## src/hdl/gcr_defines.vh

```
// Constants for the global control register group.
// Included by gcr_global_regs.v and gcr_second_timer.v; definitions only.
`ifndef GCR_DEFINES_VH
`define GCR_DEFINES_VH
`define GCR_ADDR_W        11
`define GCR_ADDR_ID       11'h000
`define GCR_ADDR_ERRL     11'h023
`define GCR_ADDR_ERRH     11'h024
`define GCR_ADDR_RESET    11'h040
`define GCR_ADDR_GCONF    11'h041
`define GCR_ADDR_JCONF    11'h7E5
`define GCR_ADDR_PPL      11'h7E6
`define GCR_ADDR_PPH      11'h7E7
`define GCR_ADDR_NPL      11'h7E8
`define GCR_ADDR_NPH      11'h7E9
`define GCR_CHAN_LO       11'h001
`define GCR_CHAN_HI       11'h03F
// Arbitrary device code, not a real part's
`define GCR_ID_DEVICE     4'hA
`define GCR_ID_REV        4'h0
`define GCR_GCONF_RESET   8'h01
`define GCR_JCONF_RESET   3'h0
`define GCR_BIT_COPY      4
`define GCR_BIT_PIN1      3
`define GCR_BIT_PIN0      2
`define GCR_BIT_GLBIM     1
`define GCR_BIT_TMRIM     0
`define GCR_BIT_JHALT     2
`define GCR_BIT_JMETHOD   1
`define GCR_BIT_JBW       0
`define GCR_RESET_NS      1000
`define GCR_CLK_MHZ       25
`define GCR_SECOND_CYC    25000000
`endif

```

## src/hdl/gcr_global_regs.v

```verilog
// Global register group of a multi-channel line interface unit.
// Assumes a host port with one-cycle strobes and read data one cycle later.
//
// Chosen here: the plain strobed port.
`timescale 1ns/100ps
`include "gcr_defines.vh"
module gcr_global_regs #(
  parameter NUM_CHAN   = 17,
  parameter SECOND_CYC = `GCR_SECOND_CYC,
  parameter DEVICE_ID  = `GCR_ID_DEVICE,
  parameter REVISION   = `GCR_ID_REV
) (
  // Clock and reset
  input  wire                   clock,
  input  wire                   rstn,
  // Host register port
  input  wire [`GCR_ADDR_W-1:0] hostAddr,
  input  wire [7:0]             hostWrData,
  input  wire                   hostWrStb,
  input  wire                   hostRdStb,
  input  wire [3:0]             hostChan,
  output reg  [7:0]             hostRdData_ff,
  // Per-channel register write fan-out
  output reg  [NUM_CHAN-1:0]    chanWrEn_ff,
  output reg  [`GCR_ADDR_W-1:0] chanWrAddr_ff,
  output reg  [7:0]             chanWrData_ff,
  // Per-channel interrupt sources
  input  wire [NUM_CHAN-1:0]    chanIrqPend,
  // Error counter source
  input  wire [15:0]            errorTally,
  // Channel 0 jitter measurement
  input  wire [11:0]            positivePeakValue,
  input  wire [11:0]            negativePeakValue,
  output reg                    jitterHalt_ff,
  output reg                    jitterMethod_ff,
  output reg                    jitterBandwidth_ff,
  // Software reset to the rest of the device
  output reg                    softReset_ff,
  // Interrupt pin, open-drain capable
  output reg                    irqOut_ff,
  output reg                    irqOe_n_ff
);
  localparam integer RESET_CYC_RAW = (`GCR_RESET_NS * `GCR_CLK_MHZ) / 1000;
  localparam integer RESET_CYC = (RESET_CYC_RAW < 1) ? 1 : RESET_CYC_RAW;
  localparam ST_IDLE  = 1'b0;
  localparam ST_RESET = 1'b1;

  reg  [7:0]  gconf_ff;
  reg  [15:0] resetCnt_ff;
  reg         state_ff;
  wire        tick;
  wire        anyChanIrq;
  wire        irqActive;
  wire        chanHit;
  reg  [7:0]  nxt_rdData;

  function automatic isChanAddr;
    input [`GCR_ADDR_W-1:0] a;
    begin
      isChanAddr = (a >= `GCR_CHAN_LO) && (a <= `GCR_CHAN_HI);
    end
  endfunction

  gcr_second_timer #(
    .SECOND_CYC (SECOND_CYC)
  ) uTimer (
    .clock     (clock),
    .rstn      (rstn),
    .softReset (softReset_ff),
    .tick_ff   (tick)
  );

  assign chanHit    = hostWrStb && isChanAddr(hostAddr) && (state_ff == ST_IDLE);
  assign anyChanIrq = |chanIrqPend && !gconf_ff[`GCR_BIT_GLBIM];
  assign irqActive  = anyChanIrq || (tick && !gconf_ff[`GCR_BIT_TMRIM]);

  // Software reset sequencer; host writes are ignored while it runs
  always @(posedge clock or negedge rstn) begin
    if (!rstn) begin
      state_ff     <= ST_IDLE;
      resetCnt_ff  <= 16'h0000;
      softReset_ff <= 1'b0;
    end else begin
      case (state_ff)
        ST_IDLE: begin
          if (hostWrStb && hostAddr == `GCR_ADDR_RESET) begin
            state_ff     <= ST_RESET;
            resetCnt_ff  <= RESET_CYC[15:0] - 16'h0001;
            softReset_ff <= 1'b1;
          end
        end
        ST_RESET: begin
          if (resetCnt_ff == 16'h0000) begin
            state_ff     <= ST_IDLE;
            softReset_ff <= 1'b0;
          end else begin
            resetCnt_ff <= resetCnt_ff - 16'h0001;
          end
        end
        default: begin
          state_ff     <= ST_IDLE;
          softReset_ff <= 1'b0;
        end
      endcase
    end
  end

  // Writable registers, restored to defaults by the software reset
  always @(posedge clock or negedge rstn) begin
    if (!rstn) begin
      gconf_ff           <= `GCR_GCONF_RESET;
      jitterHalt_ff      <= 1'b0;
      jitterMethod_ff    <= 1'b0;
      jitterBandwidth_ff <= 1'b0;
    end else if (softReset_ff) begin
      gconf_ff           <= `GCR_GCONF_RESET;
      jitterHalt_ff      <= 1'b0;
      jitterMethod_ff    <= 1'b0;
      jitterBandwidth_ff <= 1'b0;
    end else if (hostWrStb) begin
      if (hostAddr == `GCR_ADDR_GCONF)
        gconf_ff <= {3'h0, hostWrData[4:0]};
      if (hostAddr == `GCR_ADDR_JCONF) begin
        jitterHalt_ff      <= hostWrData[`GCR_BIT_JHALT];
        jitterMethod_ff    <= hostWrData[`GCR_BIT_JMETHOD];
        jitterBandwidth_ff <= hostWrData[`GCR_BIT_JBW];
      end
    end
  end

  // Per-channel write fan-out; copy mode hits every channel at once
  genvar ch;
  generate
    for (ch = 0; ch < NUM_CHAN; ch = ch + 1) begin : gChan
      always @(posedge clock or negedge rstn) begin
        if (!rstn)
          chanWrEn_ff[ch] <= 1'b0;
        else
          chanWrEn_ff[ch] <= chanHit && (gconf_ff[`GCR_BIT_COPY] || hostChan == ch);
      end
    end
  endgenerate

  always @(posedge clock or negedge rstn) begin
    if (!rstn) begin
      chanWrAddr_ff <= {`GCR_ADDR_W{1'b0}};
      chanWrData_ff <= 8'h00;
    end else if (chanHit) begin
      chanWrAddr_ff <= hostAddr;
      chanWrData_ff <= hostWrData;
    end
  end

  // Read mux; unmapped offsets read as zero
  always @* begin
    nxt_rdData = 8'h00;
    case (hostAddr)
      `GCR_ADDR_ID:    nxt_rdData = {DEVICE_ID[3:0], REVISION[3:0]};
      `GCR_ADDR_ERRL:  nxt_rdData = errorTally[7:0];
      `GCR_ADDR_ERRH:  nxt_rdData = errorTally[15:8];
      `GCR_ADDR_GCONF: nxt_rdData = gconf_ff;
      `GCR_ADDR_JCONF: nxt_rdData = {5'h00, jitterHalt_ff, jitterMethod_ff, jitterBandwidth_ff};
      `GCR_ADDR_PPL:   nxt_rdData = positivePeakValue[7:0];
      `GCR_ADDR_PPH:   nxt_rdData = {4'h0, positivePeakValue[11:8]};
      `GCR_ADDR_NPL:   nxt_rdData = negativePeakValue[7:0];
      `GCR_ADDR_NPH:   nxt_rdData = {4'h0, negativePeakValue[11:8]};
      default:         nxt_rdData = 8'h00;
    endcase
  end

  always @(posedge clock or negedge rstn) begin
    if (!rstn)
      hostRdData_ff <= 8'h00;
    else if (hostRdStb)
      hostRdData_ff <= nxt_rdData;
    else
      hostRdData_ff <= 8'h00;
  end

  // Pin style: open drain drives low only when active, else floats
  always @(posedge clock or negedge rstn) begin
    if (!rstn) begin
      irqOut_ff  <= 1'b1;
      irqOe_n_ff <= 1'b1;
    end else if (!gconf_ff[`GCR_BIT_PIN0]) begin
      irqOut_ff  <= 1'b0;
      irqOe_n_ff <= !irqActive;
    end else begin
      irqOut_ff  <= gconf_ff[`GCR_BIT_PIN1] ? irqActive : !irqActive;
      irqOe_n_ff <= 1'b0;
    end
  end
endmodule

```

## src/hdl/gcr_second_timer.v

```verilog
// One-second tick generator locked to the master clock.
// Assumes a free-running clock at the rate given by the defines header.
`timescale 1ns/100ps
`include "gcr_defines.vh"
module gcr_second_timer #(
  parameter SECOND_CYC = `GCR_SECOND_CYC
) (
  // Clock and reset
  input  wire clock,
  input  wire rstn,
  input  wire softReset,
  // Tick
  output reg  tick_ff
);
  reg  [31:0] count_ff;
  wire        wrap = (count_ff == SECOND_CYC - 1);
  always @(posedge clock or negedge rstn) begin
    if (!rstn) begin
      count_ff <= 32'h00000000;
      tick_ff  <= 1'b0;
    end else if (softReset) begin
      count_ff <= 32'h00000000;
      tick_ff  <= 1'b0;
    end else begin
      count_ff <= wrap ? 32'h00000000 : count_ff + 32'h00000001;
      tick_ff  <= wrap;
    end
  end
endmodule

```

## config.mk

```make
export PLATFORM = sky130hd
export DESIGN_NAME = gcr_global_regs
export DESIGN_NICKNAME = d
export VERILOG_FILES = /design/src/hdl/gcr_global_regs.v /design/src/hdl/gcr_second_timer.v
export VERILOG_INCLUDE_DIRS = /design/src /design/src/hdl
export SDC_FILE = /design/constraint.sdc
export NUM_CORES = 1
export LEC_CHECK = 0
export ABC_AREA = 1
export BUFFER_PORTS_ARGS = -buffer_cell sky130_fd_sc_hd__buf_2
export CAP_MARGIN = 10
export CORE_MARGIN = 5
export CORE_UTILIZATION = 50
export DETAILED_ROUTE_END_ITERATION = 7
export GPL_ROUTABILITY_DRIVEN = 0
export PLACE_DENSITY = 0.75
export RECOVER_POWER = 100
export SYNTH_ARGS = -nofsm -noshare
export SYNTH_HDL_FRONTEND = slang
export SYNTH_HIERARCHICAL = 1
export SYNTH_SLANG_ARGS = --single-unit
export TNS_END_PERCENT = 1
```

## constraint.sdc

```tcl
create_clock -name clock -period 1.9 [get_ports clock]
set_input_delay 0.38 -clock clock [delete_from_list [all_inputs] [get_ports clock]]
set_output_delay 0.38 -clock clock [all_outputs]
set_load 0.02 [all_outputs]
```

==> flow_summary.json <==
{
  "status": "complete, no violations",
  "power_w": 0.004373,
  "hold_path_class": "input port to register",
  "cap_violations": 0,
  "crit_buf_inv": 1,
  "power_density_nw_per_um2": 624.8,
  "fillers": 1169,
  "ys_dominant_reg_cell": "dfrtp_1",
  "critPathArrivalTime_ps": 1340,
  "fin_area_um2": 6998,
  "worst_slew_pin_slew_ps": 729.6,
  "ios": 134,
  "setup_viol": 0,
  "finalMaxSlewViolations": 0,
  "synth_top_area_share_pct": 42.37,
  "tns_ps": 0,
  "drt_wl_total_mm": 15.12,
  "worstPathMaxFanout": 14,
  "ant_nets": 0,
  "seqPwrFrac_pct": 51.1,
  "firstDrtPassIters": 5,
  "die_h_um": 119.8,
  "synth_nets": 922,
  "critPathTopFamily": "flip-flops",
  "fin_cells": 1127,
  "diodes": 0,
  "yosysWarningCount": 6,
  "skew_ps": 6.943,
  "grt_pass1_wl_mm": 25.37,
  "dieWidth_um": 119.8,
  "initial_core_util_pct": 50.58,
  "hold_viol": 0,
  "clkTransAtPathRegs_ps": 80,
  "maxSlewHeadroom_pct": 51.18,
  "ys_top_cells_by_count": "nand2_1 (243), nor2_1 (152), dfrtp_1 (102)",
  "track_usage_pct": 21.53,
  "synth.avg_cell_area_um2": 7.215,
  "grt_setup_unrepaired": "no",
  "synth_area_leaders": "dfrtp_1 (42%), nand2_1 (15%), nor2_1 (9.5%)",
  "cts_num_sinks": 105,
  "rows": 40,
  "slowest_delay_ps": 680,
  "fin_nets": 1062,
  "post_cts_buffers": 0,
  "path_cells": "clkbuf_1",
  "power_frac_comb_pct": 5.3,
  "power_leakage_nw": 3.361,
  "drc": 0,
  "numCtsBuffers": 9,
  "drive_gt1_share_pct": 14.59,
  "switching_share_pct": 24.62,
  "grt_overflow_total": 0,
  "synth.most_common_cell": "nand2_1",
  "whs_ps": 230.1,
  "syn_area_um2": 6025,
  "port_buffers": 133,
  "cts.htree.levels": 3,
  "place_area_um2": 6870,
  "wl_per_cell_um": 13.42,
  "drtIter0Drc": 537,
  "dp_hpwl_mm": 11.71,
  "syn_inst": 835,
  "synth_seq_cells": 105,
  "grt_pass1_vias": 5431,
  "async_reset_ff_share_pct": 100.0,
  "grt_start_max_net_pins": 46,
  "ys_seq_area_share_pct": 43.68,
  "cp_data_required_time_ps": 1520,
  "via_per_inst": 5.076,
  "power.share.clock_pct": 43.6,
  "cts_buffer_depth": 2,
  "cts_root_buf": "clkbuf_16",
  "crit_slowest_cell": "dfrtp_1",
  "crit_type": "register to output pin",
  "internal-power_w": 0.003296,
  "p_switching_w": 0.001077,
  "cts_tree": "yes",
  "antenna_found_initial": 0,
  "peakVddDrop_mv": 0.4636,
  "vias": 5721,
  "period_share_pct": 90.28,
  "period_needed_ps": 1715,
  "synth_cell_type_count": 35,
  "core_area_um2": 11910,
  "place_inst": 1110,
  "yosys.area.top_type": "dfrtp_1",
  "die-area_um2": 14340,
  "endpoint_kind": "output pin",
  "cp-start-kind": "register",
  "area_growth_syn_to_layout_pct": 16.16,
  "fmax_ghz": 0.5830,
  "worstSkewPairLatency_ps": 340,
  "synth-edff-count": 0
}
cell families (layout without fill, tap and decap cells):
kind of cell    after synthesis  count (layout)  share of synthesized area [%]
simple gates                544             544                          39.46
xor+xnor                     15              15                          2.181
buf+inv                     106             251                          7.539
flops                       105             105                          43.68
compound gates               62              62                          6.521
fa+ha+maj                     3               3                         0.6231
timing repair:
item	CTS	global route
hold endpoints to repair	25	0
hold buffers	1	0
resized for setup	0	0
metrics by stage:
step           setup WS (ps)  utilization (%)
6_report               184.7            58.75
5_1_grt                14.79            58.75
4_1_cts                183.0            60.33
3_5_place_dp           165.2            57.68
3_3_place_gp           186.4            57.68
2_1_floorplan          441.4                -
final timing paths:
check | end | start | cells past startpoint | slack, ps
worst max-delay path | softReset_ff | softReset_ff | 1 | 180
worst min-delay path | chanWrData_ff[5] | hostWrData[5] | 3 | 230
worst max register to register | uTimer/count_ff[22] | uTimer/count_ff[0] | 6 | 220
worst min register to register | irqOe_n_ff | gconf_ff[2] | 1 | 450
max in group asynchronous | irqOe_n_ff | rstn | 3 | 270
min in group asynchronous | hostRdData_ff[1] | rstn | 2 | 620
sequential cells by signal (all words and copies together) (netlist names), 5 cells and up:
signal           flops
uTimer/count_ff     32
chanWrEn_ff         17
resetCnt_ff         16
chanWrAddr_ff       11
chanWrData_ff        8
hostRdData_ff        8
gconf_ff             5
routing by layer:
metal	part of all wire [%]	wire [um]	vias to the layer above	GRT usage [%]
met5	0	0	-	0
met4	1.0	154	0	5.225
met3	6.8	1031	11	4.665
met2	47	7143	194	36.23
met1	45	6790	2597	28.49
li1	-	-	2919	-
cell usage in the layout, fill, tap and decap left out, types with 4 or more instances in the layout:
master and instances:
inv_1 87, nand2_2 6, nor3_1 4, nor2_2 13, o31ai_1 16, o21ai_0 32
buf_4 6, xnor2_1 5, dfrtp_1 102, nand3_1 74, nor2_1 162, clkbuf_1 53
xor2_1 10, nand4_1 27, clkbuf_16 9, a21oi_1 9, nand2_1 248, buf_2 81
power by group through the flow:
| stage | Sequential, W | Combinational, W | Clock (W) |
|---|---|---|---|
| after floorplan | 0.00228 | 0.0000648 | 0 |
| after global placement | 0.00228 | 0.000241 | 0 |
| after detailed placement | 0.00228 | 0.000241 | 0 |
| after CTS | 0.00223 | 0.000243 | 0.00196 |
| after global routing | 0.00223 | 0.000265 | 0.00205 |
| final | 0.00223 | 0.000234 | 0.00191 |
cell type report:
cell class / instances / area, um^2 / share of cell area [%]
Multi-Input combinational cell: 624 / 2840 / 40.59
Sequential cell: 105 / 2631 / 37.60
Timing Repair Buffer: 145 / 696.9 / 9.959
Inverter: 90 / 340.3 / 4.863
Clock buffer: 10 / 239.0 / 3.415
Tap cell: 147 / 183.9 / 2.628
Clock inverter: 6 / 66.31 / 0.9476
Power figures use the tool's default switching activity.
